## src/rtl/botpm_pkg.sv

```systemverilog
// constants and types for the option, timeout and power registers
package botpm_pkg;

    // register byte addresses
    localparam logic [7:0] OFF_OPTION = 8'h74;
    localparam logic [7:0] OFF_TIMEOUT = 8'h80;
    localparam logic [7:0] OFF_PMCAP = 8'hDC;
    localparam logic [7:0] OFF_PMCSR = 8'hE0;

    // option field sits in bits 11:7 of its word
    localparam int OPT_LSB = 7;
    localparam int OPT_MSB = 11;
    localparam int OPT_PRI_WI = 0;
    localparam int OPT_SEC_WI = 1;
    localparam int OPT_LONG_LOCK = 2;
    localparam int OPT_SEC_HOLD = 3;
    localparam int OPT_PRI_HOLD = 4;
    localparam logic [4:0] OPT_RESET = 5'h18;

    // master timeout word
    localparam int TMO_PRI_LSB = 0;
    localparam int TMO_SEC_LSB = 16;
    localparam logic [15:0] TMO_RESET = 16'h8000;

    // capability word fields
    localparam logic [7:0] CAP_ID_PM = 8'h01;
    localparam logic [7:0] CAP_NEXT_END = 8'h00;
    localparam logic [2:0] CAP_PM_REV = 3'h2;
    localparam int CAP_NEXT_LSB = 8;
    localparam int CAP_REV_LSB = 16;
    localparam int CAP_D1_BIT = 25;
    localparam int CAP_D2_BIT = 26;

    // power state field and encodings
    localparam int PS_LSB = 0;
    localparam logic [1:0] PS_D0 = 2'h0;
    localparam logic [1:0] PS_DEEPEST = 2'h3;
    localparam logic [3:0] PS_IMPL_MASK = 4'hF;

    // bus command codes seen by the forwarding path
    localparam logic [3:0] CMD_PLAIN_MEM_WRITE = 4'h7;
    localparam logic [3:0] CMD_WRITE_INVALIDATE = 4'hF;

    // bus responses
    localparam logic [1:0] RESP_OKAY = 2'h0;
    localparam logic [1:0] RESP_DECERR = 2'h3;

    typedef enum logic [1:0] {
        WR_IDLE = 2'b01,
        WR_RESP = 2'b10
    } botpm_wr_t;

    typedef enum logic [1:0] {
        RD_IDLE = 2'b01,
        RD_RESP = 2'b10
    } botpm_rd_t;

    typedef struct packed {
        botpm_wr_t wst;
        botpm_rd_t rdst;
        logic aw_held;
        logic [7:0] awaddr;
        logic w_held;
        logic [31:0] wdata;
        logic [3:0] wstrb;
        logic awready;
        logic wready;
        logic bvalid;
        logic [1:0] bresp;
        logic arready;
        logic rvalid;
        logic [31:0] rdata;
        logic [1:0] rresp;
        logic [4:0] opt;
        logic [15:0] tmo_pri;
        logic [15:0] tmo_sec;
        logic [1:0] ps;
        logic soft_rst;
        logic [15:0] p_cnt;
        logic [15:0] s_cnt;
        logic p_tmo;
        logic s_tmo;
        logic p_req;
        logic s_req;
        logic [3:0] p2s_cmd;
        logic [3:0] s2p_cmd;
    } botpm_state_t;

endpackage

```

## src/rtl/botpm_regs.sv

```systemverilog
// option, master timeout and power management registers of the bridge
//
// What this block does
// - bit7 clear converts primary write-invalidate to memory write
// - bit8 clear converts secondary write-invalidate to memory write
// - bit9 enables long requests during locked cycles
// - bit10 holds secondary request until queue empty
// - bit11 holds primary request until queue empty
// - primary timeout count, low half, resets 8000h
// - secondary timeout count, high half, resets 8000h
// - capability identifier reads power management code
// - next capability pointer reads zero
// - revision field reads 010 pattern
// - wake, aux, init, reserved bits read zero
// - D1 and D2 support bits read one
// - two-bit power state field, resets to D0
// - unimplemented state write completes, data discarded
// - D0 written from deepest state pulses internal reset
// - power register reserved and wake bits read zero
`timescale 1ns/1ns
module botpm_regs
    import botpm_pkg::*;
(
    input wire logic mclk, // 50 MHz clock
    input wire logic rst, // async reset, active high
    input wire logic [7:0] s_axi_awaddr, // write address
    input wire logic s_axi_awvalid, // write address valid
    output logic s_axi_awready, // write address ready
    input wire logic [31:0] s_axi_wdata, // write data
    input wire logic [3:0] s_axi_wstrb, // write byte strobes
    input wire logic s_axi_wvalid, // write data valid
    output logic s_axi_wready, // write data ready
    output logic [1:0] s_axi_bresp, // write response code
    output logic s_axi_bvalid, // write response valid
    input wire logic s_axi_bready, // write response ready
    input wire logic [7:0] s_axi_araddr, // read address
    input wire logic s_axi_arvalid, // read address valid
    output logic s_axi_arready, // read address ready
    output logic [31:0] s_axi_rdata, // read data
    output logic [1:0] s_axi_rresp, // read response code
    output logic s_axi_rvalid, // read data valid
    input wire logic s_axi_rready, // read data ready
    input wire logic [3:0] pri_cmd_in, // command taken on primary
    input wire logic [3:0] sec_cmd_in, // command taken on secondary
    output logic [3:0] pri_fwd_cmd, // primary command, as forwarded
    output logic [3:0] sec_fwd_cmd, // secondary command, as forwarded
    input wire logic pri_pending, // primary master queue not empty
    input wire logic pri_frame, // primary master drives frame
    input wire logic pri_target_term, // primary target terminated
    input wire logic pri_lock, // primary master in locked cycle
    output logic pri_req, // primary master bus request
    input wire logic sec_pending, // secondary master queue not empty
    input wire logic sec_frame, // secondary master drives frame
    input wire logic sec_target_term, // secondary target terminated
    input wire logic sec_lock, // secondary master in locked cycle
    output logic sec_req, // secondary master bus request
    input wire logic pri_wait, // primary master awaiting completion
    input wire logic sec_wait, // secondary master awaiting completion
    output logic pri_timeout, // primary master timeout pulse
    output logic sec_timeout, // secondary master timeout pulse
    output logic [1:0] power_state, // current power state
    output logic internal_reset // one-cycle internal reset pulse
);

    localparam botpm_state_t ST_RESET = '{
        wst: WR_IDLE,
        rdst: RD_IDLE,
        aw_held: 1'b0,
        awaddr: 8'h00,
        w_held: 1'b0,
        wdata: 32'h0000_0000,
        wstrb: 4'h0,
        awready: 1'b1,
        wready: 1'b1,
        bvalid: 1'b0,
        bresp: RESP_OKAY,
        arready: 1'b1,
        rvalid: 1'b0,
        rdata: 32'h0000_0000,
        rresp: RESP_OKAY,
        opt: OPT_RESET,
        tmo_pri: TMO_RESET,
        tmo_sec: TMO_RESET,
        ps: PS_D0,
        soft_rst: 1'b0,
        p_cnt: 16'h0000,
        s_cnt: 16'h0000,
        p_tmo: 1'b0,
        s_tmo: 1'b0,
        p_req: 1'b0,
        s_req: 1'b0,
        p2s_cmd: 4'h0,
        s2p_cmd: 4'h0
    };

    botpm_state_t s_r;
    botpm_state_t s_nxt;

    // true for the four words this block decodes
    function automatic logic is_mapped(input logic [7:0] a);
        is_mapped = (a == OFF_OPTION) || (a == OFF_TIMEOUT) ||
                    (a == OFF_PMCAP) || (a == OFF_PMCSR);
    endfunction

    // read view of a word; fixed fields are constants
    function automatic logic [31:0] reg_read(
        input logic [7:0] a,
        input botpm_state_t st
    );
        logic [31:0] v;
        v = 32'h0000_0000;
        case (a)
            OFF_OPTION: begin
                v[OPT_MSB:OPT_LSB] = st.opt;
            end
            OFF_TIMEOUT: begin
                v[TMO_PRI_LSB +: 16] = st.tmo_pri;
                v[TMO_SEC_LSB +: 16] = st.tmo_sec;
            end
            OFF_PMCAP: begin
                v[7:0] = CAP_ID_PM;
                v[CAP_NEXT_LSB +: 8] = CAP_NEXT_END;
                v[CAP_REV_LSB +: 3] = CAP_PM_REV;
                v[CAP_D1_BIT] = 1'b1;
                v[CAP_D2_BIT] = 1'b1;
                // all other capability bits stay zero
            end
            OFF_PMCSR: begin
                v[PS_LSB +: 2] = st.ps;
                // bits 31:2 stay zero
            end
            default: begin
                v = 32'h0000_0000;
            end
        endcase
        reg_read = v;
    endfunction

    // byte-lane merge of new write data over the old word
    function automatic logic [31:0] merge(
        input logic [31:0] old,
        input logic [31:0] wd,
        input logic [3:0] be
    );
        logic [31:0] v;
        v = old;
        for (int i = 0; i < 4; i++) begin
            if (be[i]) begin
                v[8*i +: 8] = wd[8*i +: 8];
            end
        end
        merge = v;
    endfunction

    // write-invalidate passes unchanged only when keep is set
    function automatic logic [3:0] fwd_cmd(
        input logic [3:0] cmd,
        input logic keep
    );
        if (!keep && cmd == CMD_WRITE_INVALIDATE) begin
            fwd_cmd = CMD_PLAIN_MEM_WRITE;
        end else begin
            fwd_cmd = cmd;
        end
    endfunction

    // bus request of one internal master
    // lock with long requests outranks a target termination
    function automatic logic req_next(
        input logic pending,
        input logic frame,
        input logic term,
        input logic lock,
        input logic hold,
        input logic long_lock
    );
        if (!pending) begin
            req_next = 1'b0;
        end else if (lock && long_lock) begin
            req_next = 1'b1; // long request over the locked cycle
        end else if (term) begin
            req_next = 1'b0; // target termination ends the request
        end else if (hold) begin
            req_next = 1'b1; // kept while work remains queued
        end else begin
            req_next = !frame; // released once frame is driven
        end
    endfunction

    // master timeout counter step: counts while waiting
    function automatic logic [15:0] tmo_count(
        input logic [15:0] cnt,
        input logic waiting,
        input logic [15:0] limit
    );
        logic [15:0] inc;
        // a limit of zero wraps and fires after 65536 cycles
        inc = cnt + 16'h0001;
        if (!waiting || inc == limit) begin
            tmo_count = 16'h0000;
        end else begin
            tmo_count = inc;
        end
    endfunction

    // all next-state logic
    always_comb begin
        logic [31:0] mw;
        logic [1:0] new_ps;
        mw = 32'h0000_0000;
        new_ps = PS_D0;
        // every field but soft_rst holds unless a branch below moves it
        s_nxt = s_r;
        s_nxt.soft_rst = 1'b0;

        // internal reset reloads the block's own settings
        if (s_r.soft_rst) begin
            s_nxt.opt = OPT_RESET;
            s_nxt.tmo_pri = TMO_RESET;
            s_nxt.tmo_sec = TMO_RESET;
            s_nxt.p_cnt = 16'h0000;
            s_nxt.s_cnt = 16'h0000;
        end

        // capture write address and data in either order
        if (s_r.awready && s_axi_awvalid) begin
            s_nxt.aw_held = 1'b1;
            s_nxt.awaddr = s_axi_awaddr;
        end
        if (s_r.wready && s_axi_wvalid) begin
            s_nxt.w_held = 1'b1;
            s_nxt.wdata = s_axi_wdata;
            s_nxt.wstrb = s_axi_wstrb;
        end

        // write sequence
        case (s_r.wst)
            WR_IDLE: begin
                if (s_nxt.aw_held && s_nxt.w_held) begin
                    // merging over the read view keeps fixed bits fixed
                    mw = merge(reg_read(s_nxt.awaddr, s_r),
                               s_nxt.wdata, s_nxt.wstrb);
                    s_nxt.bresp = RESP_OKAY;
                    case (s_nxt.awaddr)
                        OFF_OPTION: begin
                            s_nxt.opt = mw[OPT_MSB:OPT_LSB];
                        end
                        OFF_TIMEOUT: begin
                            s_nxt.tmo_pri = mw[TMO_PRI_LSB +: 16];
                            s_nxt.tmo_sec = mw[TMO_SEC_LSB +: 16];
                        end
                        OFF_PMCAP: begin
                            s_nxt.bresp = RESP_OKAY;
                        end
                        OFF_PMCSR: begin
                            new_ps = mw[PS_LSB +: 2];
                            if (PS_IMPL_MASK[new_ps]) begin
                                if (s_r.ps == PS_DEEPEST &&
                                    new_ps == PS_D0) begin
                                    s_nxt.soft_rst = 1'b1;
                                end
                                s_nxt.ps = new_ps;
                            end
                        end
                        default: begin
                            s_nxt.bresp = RESP_DECERR;
                        end
                    endcase
                    s_nxt.aw_held = 1'b0;
                    s_nxt.w_held = 1'b0;
                    s_nxt.bvalid = 1'b1;
                    s_nxt.wst = WR_RESP;
                end
            end
            WR_RESP: begin
                if (s_axi_bready) begin
                    s_nxt.bvalid = 1'b0;
                    s_nxt.wst = WR_IDLE;
                end
            end
            default: begin
                s_nxt.bvalid = 1'b0;
                s_nxt.wst = WR_IDLE;
            end
        endcase
        // ready stays low until the write response is taken
        s_nxt.awready = (s_nxt.wst == WR_IDLE) && !s_nxt.aw_held;
        s_nxt.wready = (s_nxt.wst == WR_IDLE) && !s_nxt.w_held;

        // read sequence
        case (s_r.rdst)
            RD_IDLE: begin
                if (s_r.arready && s_axi_arvalid) begin
                    s_nxt.rdata = reg_read(s_axi_araddr, s_r);
                    s_nxt.rresp = is_mapped(s_axi_araddr) ?
                                  RESP_OKAY : RESP_DECERR;
                    s_nxt.rvalid = 1'b1;
                    s_nxt.rdst = RD_RESP;
                end
            end
            RD_RESP: begin
                if (s_axi_rready) begin
                    s_nxt.rvalid = 1'b0;
                    s_nxt.rdst = RD_IDLE;
                end
            end
            default: begin
                s_nxt.rvalid = 1'b0;
                s_nxt.rdst = RD_IDLE;
            end
        endcase
        // one read at a time; the next address waits for rready
        s_nxt.arready = (s_nxt.rdst == RD_IDLE);

        // command forwarding
        // one cycle of latency keeps the forwarded command registered
        s_nxt.p2s_cmd = fwd_cmd(pri_cmd_in,
                                s_r.opt[OPT_PRI_WI]);
        s_nxt.s2p_cmd = fwd_cmd(sec_cmd_in,
                                s_r.opt[OPT_SEC_WI]);

        // bus requests of the two internal masters
        s_nxt.p_req = req_next(pri_pending, pri_frame,
                               pri_target_term, pri_lock,
                               s_r.opt[OPT_PRI_HOLD],
                               s_r.opt[OPT_LONG_LOCK]);
        s_nxt.s_req = req_next(sec_pending, sec_frame,
                               sec_target_term, sec_lock,
                               s_r.opt[OPT_SEC_HOLD],
                               s_r.opt[OPT_LONG_LOCK]);

        // master timeout counters
        // a pending internal reset restarts both counters
        if (!s_r.soft_rst) begin
            s_nxt.p_cnt = tmo_count(s_r.p_cnt, pri_wait, s_r.tmo_pri);
            s_nxt.s_cnt = tmo_count(s_r.s_cnt, sec_wait, s_r.tmo_sec);
        end
        // pulse on the edge at which the count reaches its limit
        s_nxt.p_tmo = pri_wait && !s_r.soft_rst &&
                      (s_r.p_cnt + 16'h0001 == s_r.tmo_pri);
        s_nxt.s_tmo = sec_wait && !s_r.soft_rst &&
                      (s_r.s_cnt + 16'h0001 == s_r.tmo_sec);
    end

    // state register
    // async reset loads the default of every field
    always_ff @(posedge mclk or posedge rst) begin
        if (rst) begin
            s_r <= ST_RESET;
        end else begin
            s_r <= s_nxt;
        end
    end

    // outputs come straight from the state register
    assign s_axi_awready = s_r.awready;
    assign s_axi_wready = s_r.wready;
    assign s_axi_bvalid = s_r.bvalid;
    assign s_axi_bresp = s_r.bresp;
    assign s_axi_arready = s_r.arready;
    assign s_axi_rvalid = s_r.rvalid;
    assign s_axi_rdata = s_r.rdata;
    assign s_axi_rresp = s_r.rresp;
    assign pri_fwd_cmd = s_r.p2s_cmd;
    assign sec_fwd_cmd = s_r.s2p_cmd;
    assign pri_req = s_r.p_req;
    assign sec_req = s_r.s_req;
    assign pri_timeout = s_r.p_tmo;
    assign sec_timeout = s_r.s_tmo;
    assign power_state = s_r.ps;
    assign internal_reset = s_r.soft_rst; // secondary bus reset untouched

endmodule

```

## config.mk

```make
export PLATFORM = sky130hd
export DESIGN_NAME = botpm_regs
export DESIGN_NICKNAME = d
export VERILOG_FILES = /design/src/rtl/botpm_pkg.sv /design/src/rtl/botpm_regs.sv
export SDC_FILE = /design/constraint.sdc
export NUM_CORES = 1
export LEC_CHECK = 0
export ABC_AREA = 1
export BUFFER_PORTS_ARGS = -buffer_cell sky130_fd_sc_hd__buf_2
export CORE_MARGIN = 3
export CORE_UTILIZATION = 41
export CTS_BUF_LIST = sky130_fd_sc_hd__clkbuf_8
export DETAILED_ROUTE_END_ITERATION = 8
export PLACE_DENSITY = 0.71
export SETUP_SLACK_MARGIN = 0.05
export SYNTH_ARGS = -nofsm -noshare
export SYNTH_HDL_FRONTEND = slang
export SYNTH_SLANG_ARGS = --single-unit
```

## constraint.sdc

```tcl
create_clock -name mclk -period 10.7 [get_ports mclk]
set_input_delay 3.21 -clock mclk [delete_from_list [all_inputs] [get_ports mclk]]
set_output_delay 3.21 -clock mclk [all_outputs]
set_load 0.01 [all_outputs]
```

Word-level counts from Yosys, hierarchy flattened:

Cells that the tools add are included.
Widths: inputs -> output; s select.

* $add $sub $neg: 2
* order comparisons: 1
* equality and inequality tests: 27
* mux-type cells: 60
* reductions and logical operators: 36

Operators with widths (number)
* $mux 40: 2
* $mux 37: 2
* $mux 32: 2
* $eq 8x8->1 const B: 6
* $mux 8: 6
* $mux 35: 1
* $add 16x1->16 const B: 2
* $eq 16x16->1: 2
* $mux 16: 2
* $pmux 7 s2: 2
* $mux 5: 4
* $pmux 5 s2: 2
* $eq 8x7->1 const B: 2
* $mux 1: 16
* $ne 4x4->1 const B: 4
* $logic_and 1x1->1: 15
* $mux 2: 6
* $pmux 2 s2: 3
* $pmux 2 s3: 2
* $logic_not 1->1: 9
* $mux 3: 3
* $mux 9: 1
* $eq 2x1->1 const B: 4
* $eq 4x4->1 const B: 2
* 12 further kinds: 26

* flip-flop bits (word level): 175
* input port bits: 77
* output and inout port bits: 56
* word-level logic and storage cells: 157

Longest topological paths before layout:

* depth after elaboration: 14
* gate-level depth with buffers: 14

Worst setup path after synthesis:

Ideal clock, no wire load.

* path kind: input to register
* start point: input port s_axi_awvalid
* end point: register s_r[73] (netlist name)
* data arrival time: 4.517 ns
* data required time: 10.573 ns
* setup slack: 6.056 ns
* stages: 13
* cell sequence: nand2_1 -> buf_4 -> nand2_1 -> o21ai_1 -> nand2_1 -> nor2_4 -> nand2_2 -> nor2_8 -> inv_2 -> nand2_2 -> inv_1 -> nand2_1 -> o21ai_0

RTL lines
* from (decl): RTL line botpm_regs.sv:27 `input wire logic s_axi_awvalid,`
* to (signal assigned): RTL line botpm_regs.sv:351 `s_r <= s_nxt;`
* to (decl): RTL line botpm_regs.sv:96 `botpm_state_t s_r;`

Worst setup path in the final report:

* start point: input port s_axi_wvalid
* end point: register s_r[47] (netlist name)

* cells in the longest elaborated chain, start to end: 6
* elaborated cells between the ends (all ways): 8

RTL lines
* from (decl): RTL line botpm_regs.sv:31 `input wire logic s_axi_wvalid,`
* $logic_and 1x1->1 *: RTL line botpm_regs.sv:230 `if (s_r.wready && s_axi_wvalid) begin`
* $mux 37 *: RTL line botpm_regs.sv:230
* $mux 8: RTL line botpm_regs.sv:148 `if (be[i]) begin`
* $mux 32: RTL line botpm_regs.sv:244 `case (s_nxt.awaddr)`
* $mux 40: RTL line botpm_regs.sv:239 `if (s_nxt.aw_held && s_nxt.w_held) begin`
* $mux 40: RTL line botpm_regs.sv:237 `case (s_r.wst)`

Mark *: on every way between the ends. The rest lies on a longest branch, timed or not. The select of a mux whose other input is x is not followed.
A chain may end at the register's enable or synchronous reset.

==> results.cfg <==
[setup_path]
endpoint_kind = flip-flop
crit_family = simple AND/OR/NAND/NOR gates
crit_required_ps = 11040
cpMostUsedCell = nand2_2
cp_slowest_stage_delay_ps = 480
path_class = input port to flip-flop
start_kind = input port
timing.rr.start = s_axi_wready
crit_slowest_cell = inv_2
reg2reg_to = s_r[47]
cp_num_buf_inv = 5
cp_max_fo = 37
reg2reg_slack_ps = 7850
crit_chain = buf_2 -> nand2_2 -> buf_4 -> inv_2 -> or2_1 -> inv_1 -> nor2_1 -> inv_2 -> nor2_8 -> nand2_2 -> nand2_2 -> o22ai_1
reg2reg_depth = 11
worst-endpoint-arrival_ps = 5450

[pwr]
vdd_ir_drop_max_mv = 0.0924
finalPower_mw = 1.80
p_leak_nw = 5.19
powerDensity_mw_per_mm2 = 180

[cts]
post_cts_buffers = 0
htree_levels = 4
cts_root_buf = clkbuf_8
hold_buffers = 0
cts_tree = built
clockBufferDepth = 2
clkSinkCount = 173
clk_pin_slew_ps = 90
clk_latency_ps = 470
cts_resized = 0
cts_buffers = 17

[synthesis]
synth-seq-area-share = 0.480
synth_top_family_by_area = simple AND/OR/NAND/NOR gates
yosysWarnings = 0
synth_fp_nets = 1224
syn_area_per_cell_um2 = 7.92
ys_seq_elements = 173
synth_fa_ha_area_frac = 0.00830
synthMuxAreaShare = 0
syn_area_mm2 = 0.00904
synthSimpleGateAreaFrac = 0.308
synth_xor_area_frac = 0.00194
syn_inst = 1141
synth_compound_area_frac = 0.0824
synth.distinct_cells = 42

[die]
initial_core_util = 0.423
rows = 53
fp.coreArea_mm2 = 0.0214
die_width_um = 154
die_h_um = 154
dieArea_mm2 = 0.0239
pin_count = 133

[global_routing]
grtUsageTotal = 0.195
grt_overflow = 0
grt_pass1_vias = 7203
grt_max_degree = 71
antenna_found_initial = 0
grt_pass1_wl_um = 37100

[sta]
finalSetupViolCount = 0
fin_tns_setup_ps = 0
fin_ws_ps = 5600
period_minus_slack_ps = 5100
max_slew_margin = 0.376
rsz0062_at_grt = no
max_freq_mhz = 196
holdWs_ps = 484
finalClockSkew_ps = 18.4
worst_pin_slew_ps = 934
period_share = 0.477
slew_violations = 0
hold_viol_final = 0

[layout]
multiInputGateArea_mm2 = 0.00362
antenna_cells = 0
regArea_mm2 = 0.00434
final_common_cell = nand2_1
drive_gt1_frac = 0.198
fillers = 2113
nets = 1305
area_growth_pct = 10.5
final_cell_mix = nand2_1, dfrtp_1, inv_1, buf_2, nand3_1

[hold_path]
hp-start = s_axi_rdata[20]
hold_depth = 2
hold_class = flip-flop to flip-flop
min_to = s_axi_rdata[20]

[routing]
drtIter0Drc = 661
ant_nets = 0
vias = 7610
drc_errors = 0
wire_per_inst_um = 15.4
vias_per_cell = 5.04
dr.pass1.iters = 6
drt_wl_total_um = 23200

[place]
port_buffers = 132
pre_cts_ws_ps = 5120
place_congestion = 0.917
hpwl_um = 17400

[status]
status = completed

[flow_run]
maxCapViolCount = 0
-- area by class of cell --
| class | instances | share of cell area |
|---|---|---|
| clock inverter | 15 | 0.0160 |
| timing repair buffer | 137 | 0.0699 |
| sequential | 173 | 0.435 |
| multi-input combinational | 737 | 0.363 |
| tap | 275 | 0.0344 |
| clock buffer | 17 | 0.0234 |
| inverter | 156 | 0.0591 |
-- power by group --
group	switching, mW	leakage (nW)	internal (mW)
combinational	0.325	2.85	0.174
clock	0.257	0.213	0.212
sequential	0.0491	2.12	0.784
-- worst max path at each step --
stage / startpoint / to / cells past startpoint
2_1_floorplan: rst / internal_reset / 1
3_3_place_gp: s_axi_wvalid / s_r[74] / 14
3_5_place_dp: s_axi_wvalid / s_r[53] / 12
4_1_cts: s_axi_wvalid / s_r[47] / 12
5_1_grt: s_axi_wvalid / s_r[73] / 14
6_report: s_axi_wvalid / s_r[47] / 12
-- synthesized netlist by cell type --
master,count,area share
o22ai_1,25,0.017
nor2_8,2,0.0044
o21bai_1,1,0.00083
or2_1,1,0.00069
inv_1,151,0.063
buf_4,48,0.040
o21ai_1,3,0.0017
nor2_1,68,0.028
inv_2,5,0.0021
nor2_4,6,0.0075
a21oi_1,5,0.0028
nor4_1,1,0.00069
xnor2_1,1,0.00097
o31ai_1,22,0.018
ha_1,6,0.0083
nor2_2,17,0.012
dfrtp_1,164,0.45
a21boi_1,2,0.0017
o21a_1,9,0.0075
and2_1,18,0.012
o221ai_1,5,0.0048
o21ai_0,41,0.023
o21bai_2,1,0.0012
buf_1,1,0.00041
nand4_1,17,0.012
a41oi_1,2,0.0019
nor3_1,6,0.0033
nand2_1,323,0.13
nand2_4,2,0.0025
buf_6,2,0.0025
nand3_1,112,0.062
nand2_2,15,0.010
xor2_1,1,0.00097
clkbuf_1,23,0.0095
a31oi_1,1,0.00069
o21ai_2,1,0.00097
nor3_2,2,0.0022
nand3b_1,4,0.0033
dfstp_2,9,0.026
or2_2,15,0.010
buf_12,1,0.0022
nand3_2,2,0.0022
-- worst reg2reg max path, delay by kind of cell (launching register included) --
family,cells,cell delay (ps)
and+or+nand+nor,6,1170
buffers and inverters,4,930
DFF,1,550
AOI/OAI and AO/OA,1,90
-- routing by layer --
metal	GRT usage	vias up	share of wire
met5	0	-	0
met4	0.0412	0	0.011
met3	0.0369	19	0.060
met2	0.327	240	0.49
met1	0.265	3603	0.44
li1	-	3748	-
-- flip-flops by register name, indices dropped and copies added (netlist names) --
name / count
pri_timeout: 1
s_axi_rdata: 32
pri_fwd_cmd: 4
s_axi_awready: 1
sec_timeout: 1
sec_req: 1
s_axi_wready: 1
internal_reset: 1
sec_fwd_cmd: 4
power_state: 2
s_axi_rresp: 1
s_axi_bresp: 1
s_axi_rvalid: 1
s_r: 119
pri_req: 1
s_axi_bvalid: 1
s_axi_arready: 1
-- cells by family after synthesis --
logic type / after synthesis
AOI/OAI and AO/OA: 118
and+or+nand+nor: 611
adders and majority gates: 6
buffers and inverters: 231
DFF: 173
xor gates and xnor gates: 2
-- through the flow --
step | instance area, um^2 | std cells | utilization
floorplan | 9040 | 1141 | -
global placement | 9590 | 1478 | 0.449
detailed placement | 9590 | 1478 | 0.449
CTS | 9990 | 1510 | 0.468
global route | 9990 | 1510 | 0.468
finish | 9990 | 1510 | 0.468
(Power assumes the default switching activity.)
